`src/rtl/hpc_defs.vh`:
```
`ifndef HPC_DEFS_VH
`define HPC_DEFS_VH
// ************************************************************
// Widths and reset values
// ************************************************************
`define HPC_NUM_OUT 8
`define HPC_IRQ_STRETCH 8'h04
`define HPC_MODE_I2C 1'b1
`define HPC_MODE_SPI 1'b0
`define HPC_PULL_HIGH 1'b1
`define HPC_PULL_LOW 1'b0
`define HPC_OUT_ALL 8'hff
`define HPC_OUT_NONE 8'h00
`define HPC_ADDR_BIT_HI 1
`define HPC_ADDR_BIT_LO 0
`define HPC_ADDR_NONE 2'h0
`define HPC_SYNC_INIT 8'hc9
`define HPC_WARM_NONE 2'h0
`define HPC_WARM_DONE 2'h3
`define HPC_IRQ_IDLE 8'h00
`endif

```
`src/rtl/hpc_sync.v`:
```
`include "hpc_defs.vh"
// ************************************************************
// Two-stage synchroniser, one per bit
// ************************************************************
module hpc_sync #(
   parameter W = 1,
   parameter [W-1:0] INIT = {W{1'b0}}
) (
   // Clock and reset
   input wire clock_i,
   input wire rst_i,
   // Data
   input wire [W-1:0] async_i,
   output wire [W-1:0] sync_o
);
   reg [W-1:0] meta_ff;
   reg [W-1:0] sync_ff;
   genvar g;
   generate
      for (g = 0; g < W; g = g + 1) begin : g_bit
         always @(posedge clock_i) begin
            if (rst_i) begin
               meta_ff[g] <= INIT[g];
               sync_ff[g] <= INIT[g];
            end else begin
               meta_ff[g] <= async_i[g];
               sync_ff[g] <= meta_ff[g];
            end
         end
      end
   endgenerate
   assign sync_o = sync_ff;
endmodule

```
`src/rtl/hpc_pin_ctrl.v`:
```
// What this block does
// - Mode pin high selects I2C, low SPI
// - Undriven mode pin reads high, I2C
// - Data pin: I2C/3-wire bidir, 4-wire input
// - Pin two: address high or SPI out
// - Host clock pin clocks both modes
// - Pin three: address low or chip select
// - Interrupt driven low on status change
// - Reset low restores maps, outputs, IRQ; relatches mode
// - Clock outputs disabled during reset
// - First enable low enables, pulled low
// - First enable covers all, configurable subset
// - Second enable inert until configured
`include "hpc_defs.vh"
module hpc_pin_ctrl (
   // Clock and reset
   input wire clock_i,
   input wire rst_i,
   // Mode and control pins
   input wire mode_sel_i,
   input wire mode_sel_driven_i,
   input wire device_reset_n_i,
   input wire output_enable_first_n_i,
   input wire output_enable_first_driven_i,
   input wire output_enable_second_n_i,
   // Serial clock and data pins
   input wire serial_clock_i,
   input wire data_i,
   output reg data_o,
   output reg data_oe_n_o,
   // Pin two
   input wire addr_hi_or_serial_out_i,
   output reg addr_hi_or_serial_out_o,
   output reg addr_hi_or_serial_out_oe_n_o,
   // Pin three
   input wire addr_lo_or_chip_select_n_i,
   input wire addr_lo_or_chip_select_driven_i,
   // Status pin
   output reg status_change_irq_n_o,
   // Protocol engine data and configuration
   input wire spi_four_wire_i,
   input wire eng_data_out_i,
   input wire eng_data_oe_i,
   input wire eng_sdo_i,
   input wire status_event_i,
   // Enable maps
   input wire [`HPC_NUM_OUT-1:0] oe_first_map_i,
   input wire oe_first_map_wr_i,
   input wire [`HPC_NUM_OUT-1:0] oe_second_map_i,
   input wire oe_second_map_wr_i,
   // Engine view of the pins
   output reg i2c_mode_o,
   output reg serial_clock_o,
   output reg serial_clock_rise_o,
   output reg serial_clock_fall_o,
   output reg data_in_o,
   output reg chip_select_n_o,
   output reg [1:0] i2c_addr_low_o,
   output reg core_reset_o,
   // Clock output enables
   output reg [`HPC_NUM_OUT-1:0] clock_out_en_o
);
   // ************************************************************
   // Pull levels
   // ************************************************************
   // Undriven pins take their internal pull level before syncing
   wire mode_pin;
   wire oe1_pin;
   wire cs_pin;
   wire [7:0] raw;
   wire [7:0] syn;
   assign mode_pin = mode_sel_driven_i ? mode_sel_i : `HPC_PULL_HIGH;
   assign oe1_pin = output_enable_first_driven_i ? output_enable_first_n_i : `HPC_PULL_LOW;
   assign cs_pin = addr_lo_or_chip_select_driven_i ? addr_lo_or_chip_select_n_i : `HPC_PULL_HIGH;
   assign raw = {mode_pin, device_reset_n_i, oe1_pin, output_enable_second_n_i,
                 serial_clock_i, data_i, addr_hi_or_serial_out_i, cs_pin};

   // ************************************************************
   // Synchronisers
   // ************************************************************
   // Every pin passes two flops before any logic reads it
   hpc_sync #(
      .W(8),
      .INIT(`HPC_SYNC_INIT)
   ) u_sync (
      .clock_i(clock_i),
      .rst_i(rst_i),
      .async_i(raw),
      .sync_o(syn)
   );

   wire s_mode = syn[7];
   wire s_rst_n = syn[6];
   wire s_oe1_n = syn[5];
   wire s_oe2_n = syn[4];
   wire s_sclk = syn[3];
   wire s_data = syn[2];
   wire s_ahi = syn[1];
   wire s_cs = syn[0];

   // ************************************************************
   // Reset and mode latch
   // ************************************************************
   reg mode_ff;
   reg sclk_prev_ff;
   reg [1:0] sclk_warm_ff;
   wire sclk_edges_ok;
   reg [`HPC_NUM_OUT-1:0] map1_ff;
   reg [`HPC_NUM_OUT-1:0] map2_ff;
   reg [7:0] irq_cnt_ff;
   wire dev_rst = rst_i | ~s_rst_n;
   wire [`HPC_NUM_OUT-1:0] nxt_en;

   // Mode is caught while reset is held so a mid-transfer pin change cannot flip the port
   always @(posedge clock_i) begin
      if (rst_i) begin
         mode_ff <= `HPC_MODE_I2C;
      end else if (~s_rst_n) begin
         mode_ff <= s_mode;
      end
   end

   // ************************************************************
   // Enable maps
   // ************************************************************
   // enable maps
   always @(posedge clock_i) begin
      if (dev_rst) begin
         map1_ff <= `HPC_OUT_ALL;
         map2_ff <= `HPC_OUT_NONE;
      end else begin
         if (oe_first_map_wr_i) begin
            map1_ff <= oe_first_map_i;
         end
         if (oe_second_map_wr_i) begin
            map2_ff <= oe_second_map_i;
         end
      end
   end

   // ************************************************************
   // Output enables
   // ************************************************************
   // Either pin can turn off an output mapped to it, so a high pin always wins
   genvar g;
   generate
      for (g = 0; g < `HPC_NUM_OUT; g = g + 1) begin : g_oe
         assign nxt_en[g] = ~(map1_ff[g] & s_oe1_n) & ~(map2_ff[g] & s_oe2_n);
      end
   endgenerate

   // ************************************************************
   // Registered enables
   // ************************************************************
   // Registered so every enable leaving the block comes from a flop
   always @(posedge clock_i) begin
      if (dev_rst) begin
         clock_out_en_o <= `HPC_OUT_NONE;
      end else begin
         clock_out_en_o <= nxt_en;
      end
   end

   // ************************************************************
   // Core reset and mode view
   // ************************************************************
   // The engine and its view of the mode leave reset on the same edge
   always @(posedge clock_i) begin
      if (dev_rst) begin
         core_reset_o <= 1'b1;
         i2c_mode_o <= `HPC_MODE_I2C;
      end else begin
         core_reset_o <= 1'b0;
         i2c_mode_o <= mode_ff;
      end
   end

   // ************************************************************
   // Serial clock and its edges
   // ************************************************************
   // The synchroniser leaves reset holding its preset, not the pin, so edges are
   // ignored until it has flushed; without this a false edge could follow reset
   always @(posedge clock_i) begin
      if (rst_i) begin
         sclk_warm_ff <= `HPC_WARM_NONE;
      end else if (sclk_warm_ff != `HPC_WARM_DONE) begin
         sclk_warm_ff <= sclk_warm_ff + 2'h1;
      end
   end

   assign sclk_edges_ok = (sclk_warm_ff == `HPC_WARM_DONE);

   // Tracks the pin through a device reset, so leaving it shows no edge
   always @(posedge clock_i) begin
      sclk_prev_ff <= s_sclk;
   end

   always @(posedge clock_i) begin
      if (dev_rst) begin
         serial_clock_o <= 1'b0;
         serial_clock_rise_o <= 1'b0;
         serial_clock_fall_o <= 1'b0;
      end else begin
         serial_clock_o <= s_sclk;
         serial_clock_rise_o <= sclk_edges_ok & s_sclk & ~sclk_prev_ff;
         serial_clock_fall_o <= sclk_edges_ok & ~s_sclk & sclk_prev_ff;
      end
   end

   // ************************************************************
   // Data in, chip select and address
   // ************************************************************
   // In I2C the address pins are only read, never driven
   always @(posedge clock_i) begin
      if (dev_rst) begin
         data_in_o <= 1'b1;
         chip_select_n_o <= 1'b1;
         i2c_addr_low_o <= `HPC_ADDR_NONE;
      end else begin
         data_in_o <= s_data;
         chip_select_n_o <= (mode_ff == `HPC_MODE_I2C) ? 1'b1 : s_cs;
         i2c_addr_low_o[`HPC_ADDR_BIT_HI] <= (mode_ff == `HPC_MODE_I2C) ? s_ahi : 1'b0;
         i2c_addr_low_o[`HPC_ADDR_BIT_LO] <= (mode_ff == `HPC_MODE_I2C) ? s_cs : 1'b0;
      end
   end

   // ************************************************************
   // Shared data pin
   // ************************************************************
   // In 4-wire SPI the pin is input only; data leaves on pin two
   always @(posedge clock_i) begin
      if (dev_rst) begin
         data_o <= 1'b0;
         data_oe_n_o <= 1'b1;
      end else begin
         if (mode_ff == `HPC_MODE_I2C) begin
            // Open drain: only ever pull low
            data_o <= 1'b0;
            data_oe_n_o <= ~(eng_data_oe_i & ~eng_data_out_i);
         end else if (spi_four_wire_i) begin
            data_o <= 1'b0;
            data_oe_n_o <= 1'b1;
         end else begin
            data_o <= eng_data_out_i;
            data_oe_n_o <= ~(eng_data_oe_i & ~s_cs);
         end
      end
   end

   // ************************************************************
   // Pin two
   // ************************************************************
   // Driven only while selected, so several parts can share one data-out wire
   always @(posedge clock_i) begin
      if (dev_rst) begin
         addr_hi_or_serial_out_o <= 1'b0;
         addr_hi_or_serial_out_oe_n_o <= 1'b1;
      end else begin
         if (mode_ff == `HPC_MODE_SPI && spi_four_wire_i) begin
            addr_hi_or_serial_out_o <= eng_sdo_i;
            addr_hi_or_serial_out_oe_n_o <= s_cs;
         end else begin
            addr_hi_or_serial_out_o <= 1'b0;
            addr_hi_or_serial_out_oe_n_o <= 1'b1;
         end
      end
   end

   // ************************************************************
   // Status interrupt
   // ************************************************************
   // Stretched so a one-cycle event is wide enough for a slow host to see
   // A new event restarts the stretch, so a burst keeps the pin low throughout
   always @(posedge clock_i) begin
      if (dev_rst) begin
         irq_cnt_ff <= `HPC_IRQ_IDLE;
      end else if (status_event_i) begin
         irq_cnt_ff <= `HPC_IRQ_STRETCH;
      end else if (irq_cnt_ff != `HPC_IRQ_IDLE) begin
         irq_cnt_ff <= irq_cnt_ff - 8'h01;
      end
   end

   // ************************************************************
   // Interrupt pin
   // ************************************************************
   always @(posedge clock_i) begin
      if (dev_rst) begin
         status_change_irq_n_o <= 1'b1;
      end else begin
         status_change_irq_n_o <= ~(status_event_i | (irq_cnt_ff != `HPC_IRQ_IDLE));
      end
   end
endmodule

```
`config.mk`:
```
export PLATFORM = sky130hd
export DESIGN_NAME = hpc_pin_ctrl
export DESIGN_NICKNAME = d
export VERILOG_FILES = /design/src/rtl/hpc_sync.v /design/src/rtl/hpc_pin_ctrl.v
export VERILOG_INCLUDE_DIRS = /design/src /design/src/rtl
export SDC_FILE = /design/constraint.sdc
export NUM_CORES = 1
export LEC_CHECK = 0
export ABC_CLOCK_PERIOD_IN_PS = 1700
export BUFFER_PORTS_ARGS = -buffer_cell sky130_fd_sc_hd__buf_4
export CAP_MARGIN = 20
export CORE_MARGIN = 2
export CORE_UTILIZATION = 35
export CTS_CLUSTER_SIZE = 16
export DETAILED_ROUTE_END_ITERATION = 16
export GPL_TIMING_DRIVEN = 0
export HOLD_SLACK_MARGIN = 0.02
export SYNTH_ARGS = -nofsm -noshare
export SYNTH_HDL_FRONTEND = slang
export SYNTH_SLANG_ARGS = --single-unit
```
`constraint.sdc`:
```
create_clock -name clock_i -period 1.7 [get_ports clock_i]
set_clock_uncertainty 0.2 [all_clocks]
set_input_delay 0.255 -clock clock_i [delete_from_list [all_inputs] [get_ports clock_i]]
set_output_delay 0.255 -clock clock_i [all_outputs]
set_load 0.05 [all_outputs]
```
==> impl_metrics.csv, run 1 <==
group,metric,value,unit
setup_path,cp_top_family,"simple AND/OR/NAND/NOR gates",
power_and_ir_drop,p_int,2600,uW
power_and_ir_drop,seq_power_share,0.481,
worst_hold_path,min_path_type,"in -> reg",
drt,routed_via_density,4.66,
setup_path,critical_path.startpoint,"irq_cnt_ff[3]",
drt,routed_wl,4.68,mm
yosys,syn_nets,238,
status,violations,"negative setup slack",
setup_path,crit_slowest_cell,"or4_4",
setup_path,start_kind,"flip-flop",
clocking,clk_latency,0.33,ns
setup_path,ff2ff_path_depth,3,
final_layout,final_cell_count_no_fill,378,
floorplanning,die_area,6890,um2
yosys,ys_types,31,
timing,worst_slack,-0.0376,ns
placed_design,place_congestion,0.754,
power_and_ir_drop,cellPowerDensity,1110,nW/um2
setup_path,cp_max_fo,3,
grt,grt_pass1_vias,1752,
timing,drv_slew,0,
yosys,syn_area_per_cell,11.0,um2
yosys,synthTopCellsByArea,"dfxtp_1, mux2i_1, a221oi_1",
timing,tightestPinTransition,0.612,ns
setup_path,worst-path-stages,3,
yosys,synth-edff-count,0,
drt,drtIter0Drc,58,
power_and_ir_drop,ir_worst_vdd,0.495,mV
grt,grt_usage,0.144,
placed_design,io_buffers,55,
setup_path,cp_num_buf_inv,0,
power_and_ir_drop,p_sw,1010,uW
yosys,synth_cells,199,
floorplanning,fp.dieH,83.0,um
yosys,synth_top_area_share,0.605,
final_layout,final_cell_mix,"dfxtp_1, buf_4, dlygate4sd3_1",
floorplanning,dieWidth,83.0,um
clocking,clockBufferDepth,2,
setup_path,crit_end,"irq_cnt_ff[5]",
timing,rsz0062_at_grt,"true",
drt,first_pass_iters,4,
timing,hold_violations,0,
final_layout,drive_above_1_share,0.314,
setup_path,reg2reg_slack,-0.04,ns
final_layout,area_growth,49.4,%
final_layout,final_common_cell,"dfxtp_1",
yosys,async_flop_share,0,
placed_design,placed_cells,329,
yosys,ys_seq_area_frac,0.605,
status,status,"finished, violations left",
power_and_ir_drop,switching_share,0.280,
clocking,clk_pin_slew,0.07,ns
yosys,yosysTopAreaCell,"dfxtp_1",
drt,ant_nets,0,
timing,fin_crit_sh,1.02,
setup_path,cp-end-kind,"flip-flop",
yosys,syn_area,2180,um2
timing,setup_tns,-0.0376,ns
yosys,synth_ff_type,"dfxtp_1",
drt,via_count,1762,
clocking,cts_inserted_buffers,9,
setup_path,required,1.73,ns
clocking,cts_max_level,3,
final_layout,nFillCells,537,
setup_path,worstReg2RegStart,"irq_cnt_ff[3]",
power_and_ir_drop,p_leak,0.00140,uW
grt,gr-total-overflow,0,
drt,route.detailed.drc,0,
floorplanning,coreArea,5990,um2
placed_design,dp_hpwl,2.98,mm
drt,avgRoutedWirePerCell,12.4,um
setup_path,reg2reg_to,"irq_cnt_ff[5]",
clocking,numClockSinks,66,
final_layout,layout.nets,337,
clocking,cts_tree,"built",
setup_path,cp.arrival,1.77,ns
setup_path,cp_cell_sequence,"or3_4, or4_4, a2111oi_4",
grt,grt_pass1_wl,7.90,mm
floorplanning,io-pin-count,58,
placed_design,placed_area,2690,um2
flow_run,max_cap_viol_count,0,
setup_path,setup.worst_path.class,"reg -> reg",
power_and_ir_drop,power_frac_comb,0.207,
timing,fin_crit,1.74,ns
yosys,yosysWarnings,0,
floorplanning,rows,28,
timing,clock.fmax,576,MHz
setup_path,critPathMaxStageDelay,0.43,ns
timing,slew_headroom,0.592,
yosys,synth-seq-cells,66,
final_layout,n_antenna_cell,0,
clocking,clockRootBuffer,"clkbuf_8",
grt,grt_max_degree,12,
floorplanning,initial_utilization,0.365,
placed_design,post-place-ws,-0.259,ns
timing,setup_viol,1,
power_and_ir_drop,pwr-share-clk,0.312,
final_layout,fin_area,3260,um2
grt,antenna_found_initial,0,
==> power by group through the flow <==
stage          registers, uW  clock network (uW)  logic, uW
6_report                1740                1130        749
5_1_grt                 1760                1250        814
4_1_cts                 1730                1170        729
3_5_place_dp            1760                   0        621
3_3_place_gp            1760                   0        615
2_1_floorplan           1850                   0        343
==> cells in the mapped netlist, drive strengths merged (3+ instances only) <==
| library cell | count |
|---|---|
| or4 | 3 |
| nand2 | 16 |
| nor2b | 11 |
| buf | 4 |
| nor3b | 6 |
| nor4 | 4 |
| ha | 3 |
| nor2 | 14 |
| nand2b | 3 |
| inv | 5 |
| nor3 | 3 |
| dfxtp | 66 |
| a221oi | 8 |
| or2 | 6 |
| clkbuf | 6 |
| mux2i | 19 |
==> worst min-delay path: stages <==
cell and delay, ns:
buf_4 0.11, a21oi_1 0.04, a21oi_1 0.12
==> per-layer routing <==
layer  global-route usage  vias up  wire [um]
met4               0.0849        0        113
met3               0.0338        9        229
li1                     -      882          -
met2                0.227       53       2160
met1                0.178      818       2170
met5                    0        -          0
==> sequential cells by signal, indices dropped and copies added, names as in the netlist, 2 cells and up <==
signal,cells
sclk_warm_ff,2
irq_cnt_ff,8
u_sync.sync_o,8
map2_ff,8
map1_ff,8
i2c_addr_low_o,2
u_sync.meta_ff,8
clock_out_en_o,8
==> metrics by stage <==
stage	power (uW)	hold slack, ns	util
floorplan	2190	0.117	-
global placement	2380	0.174	0.449
detailed placement	2380	0.169	0.449
CTS	3630	0.0232	0.540
global route	3820	0.0570	0.545
finish	3620	0.0439	0.545
==> cells by family after synthesis <==
kind of cell / after synthesis / synth area share
DFF: 66 / 0.605
adders and majority gates: 3 / 0.0172
buffers and inverters: 15 / 0.0258
AOI/OAI and AO/OA: 19 / 0.0699
and+or+nand+nor: 74 / 0.183
xor gates and xnor gates: 3 / 0.0120
muxes: 19 / 0.0871
==> what timing repair did <==
| action | 4_1_cts | 5_1_grt |
|---|---|---|
| buffers inserted | 1 | 0 |
| setup endpoints to repair | 21 | 10 |
| gates resized for setup | 9 | 10 |
| pin swaps | 1 | 2 |
| endpoints found under the hold margin | 32 | 0 |
| hold buffers | 33 | 0 |
==> cell type report <==
| type | instances | area (um2) | area share |
|---|---|---|---|
| Buffer | 9 | 35.0 | 0.0107 |
| Clock buffer | 11 | 141 | 0.0433 |
| Clock inverter | 5 | 30.0 | 0.00920 |
| Inverter | 5 | 18.8 | 0.00575 |
| Multi-Input combinational cell | 118 | 863 | 0.265 |
| Sequential cell | 66 | 1330 | 0.408 |
| Tap cell | 75 | 93.8 | 0.0288 |
| Timing Repair Buffer | 89 | 751 | 0.230 |
==> worst min path at each step <==
stage	startpoint	slack [ns]	endpoint	cells past startpoint
floorplan	spi_four_wire_i	0.12	addr_hi_or_serial_out_oe_n_o	1
global placement	u_sync.sync_o[3]	0.17	sclk_prev_ff	0
detailed placement	u_sync.sync_o[3]	0.17	sclk_prev_ff	0
CTS	rst_i	0.02	i2c_mode_o	3
global route	status_event_i	0.06	irq_cnt_ff[2]	3
finish	status_event_i	0.04	irq_cnt_ff[2]	3
Power figures use the tool's default switching activity.
==> inputs of run 2 (changes only) <==
--- a/config.mk
+++ b/config.mk
@@ -6,7 +6,7 @@
 export SDC_FILE = /design/constraint.sdc
 export NUM_CORES = 1
 export LEC_CHECK = 0
-export ABC_CLOCK_PERIOD_IN_PS = 1700
+export ABC_CLOCK_PERIOD_IN_PS = 1800
 export BUFFER_PORTS_ARGS = -buffer_cell sky130_fd_sc_hd__buf_4
 export CAP_MARGIN = 20
 export CORE_MARGIN = 2
==> constraint.sdc (replaced) <==
create_clock -name clock_i -period 1.8 [get_ports clock_i]
set_clock_uncertainty 0.2 [all_clocks]
set_input_delay 0.27 -clock clock_i [delete_from_list [all_inputs] [get_ports clock_i]]
set_output_delay 0.27 -clock clock_i [all_outputs]
set_load 0.05 [all_outputs]
==> impl_metrics.csv, run 2 (synthesis gave the netlist of run 1 again) <==
group,metric,value,unit
grt,antenna_found_initial,0,
drt,avgRoutedWirePerCell,12.6,um
clocking,cts_tree,"built",
timing,fin_crit_sh,0.996,
grt,gr-total-overflow,0,
grt,grt_pass1_vias,1766,
timing,slew_headroom,0.592,
placed_design,io_buffers,55,
placed_design,placed_area,2690,um2
setup_path,setup.worst_path.class,"reg -> reg",
timing,worst_slack,0.00765,ns
setup_path,cp_cell_sequence,"or3_4, or4_4, a2111oi_4",
final_layout,final_cell_mix,"dfxtp_1, buf_4, dlygate4sd3_1",
grt,grt_pass1_wl,8.02,mm
setup_path,worstReg2RegStart,"irq_cnt_ff[3]",
setup_path,cp_max_fo,5,
setup_path,required,1.84,ns
setup_path,cp_num_buf_inv,0,
placed_design,place_congestion,0.763,
drt,routed_wl,4.70,mm
setup_path,critPathMaxStageDelay,0.44,ns
floorplanning,dieWidth,83.0,um
floorplanning,die_area,6890,um2
setup_path,ff2ff_path_depth,3,
drt,drtIter0Drc,58,
floorplanning,fp.dieH,83.0,um
clocking,cts_setup_buffers,0,
clocking,clockBufferDepth,2,
timing,clock.fmax,558,MHz
clocking,clk_pin_slew,0.07,ns
final_layout,n_antenna_cell,0,
drt,via_count,1718,
flow_run,max_cap_viol_count,0,
setup_path,cp.arrival,1.83,ns
timing,hold_violations,0,
final_layout,fin_area,3220,um2
setup_path,cp_top_family,"simple AND/OR/NAND/NOR gates",
clocking,clk_latency,0.33,ns
final_layout,layout.nets,334,
floorplanning,io-pin-count,58,
timing,drv_slew,0,
timing,tightestPinTransition,0.612,ns
floorplanning,coreArea,5990,um2
final_layout,area_growth,47.6,%
clocking,cts_inserted_buffers,9,
worst_hold_path,hold_path_depth,2,
power_and_ir_drop,p_leak,0.00139,uW
status,status,"completed",
drt,first_pass_iters,5,
timing,rsz0062_at_grt,"true",
drt,ant_nets,0,
floorplanning,rows,28,
timing,fin_crit,1.79,ns
final_layout,final_common_cell,"dfxtp_1",
setup_path,critical_path.startpoint,"irq_cnt_ff[3]",
drt,route.detailed.drc,0,
floorplanning,initial_utilization,0.365,
timing,setup_tns,0,ns
drt,routed_via_density,4.59,
clocking,clockRootBuffer,"clkbuf_8",
clocking,numClockSinks,66,
timing,setup_viol,0,
setup_path,crit_slowest_cell,"or4_4",
worst_hold_path,min_path_type,"in -> reg",
grt,grt_usage,0.146,
placed_design,placed_cells,329,
clocking,cts_max_level,3,
setup_path,start_kind,"flip-flop",
final_layout,drive_above_1_share,0.301,
final_layout,final_cell_count_no_fill,374,
setup_path,cp-end-kind,"flip-flop",
placed_design,post-place-ws,-0.205,ns
power_and_ir_drop,cellPowerDensity,1060,nW/um2
grt,grt_max_degree,11,
placed_design,dp_hpwl,2.95,mm
power_and_ir_drop,ir_worst_vdd,0.590,mV
worst_hold_path,min_from,"mode_sel_driven_i",
setup_path,worst-path-stages,3,
[run 2: cell count changes in the layout (fill, tap and decap cells not counted), sizes merged]
cell | previous run | this run
clkbuf | 16 | 18
dlygate4sd3 | 33 | 31
clkinvlp | 2 | 1
clkinv | 3 | 1
buf | 60 | 59
[run 2: area by class of cell]
type,count,area [um2]
Buffer,9,35.0
Clock buffer,13,159
Clock inverter,2,12.5
Fill cell,543,2770
Inverter,5,18.8
Multi-Input combinational cell,118,856
Sequential cell,66,1330
Tap cell,75,93.8
Timing Repair Buffer,86,723
[run 2: worst paths after layout]
kind,to,slack [ns]
worst max-delay path,irq_cnt_ff[5],0.008
worst min-delay path,u_sync.meta_ff[7],0.05
worst max register to register,irq_cnt_ff[5],0.008
worst min register to register,sclk_prev_ff,0.18
[run 2: layer usage]
layer	wire [um]	track usage
met1	2250	0.174
met2	2130	0.238
met3	213	0.0358
met4	109	0.0835
met5	0	0
[run 2: timing repair]
action | 4_1_cts | 5_1_grt
pin swaps | 0 | 0
hold buffers | 31 | 0
resized for setup | 4 | 12
setup endpoints to repair | 19 | 9
hold endpoints to repair | 32 | 0
[run 2: metrics by stage]
stage	hold WS (ns)	utilization	power, uW
2_1_floorplan	0.132	-	2070
3_3_place_gp	0.170	0.449	2240
3_5_place_dp	0.177	0.449	2250
4_1_cts	0.0277	0.531	3390
5_1_grt	0.0312	0.538	3580
6_report	0.0507	0.538	3410
[run 2: power by group]
group	switching [uW]	total, uW	internal [uW]
sequential	73.8	1640	1570
combinational	345	683	338
clock	515	1080	567
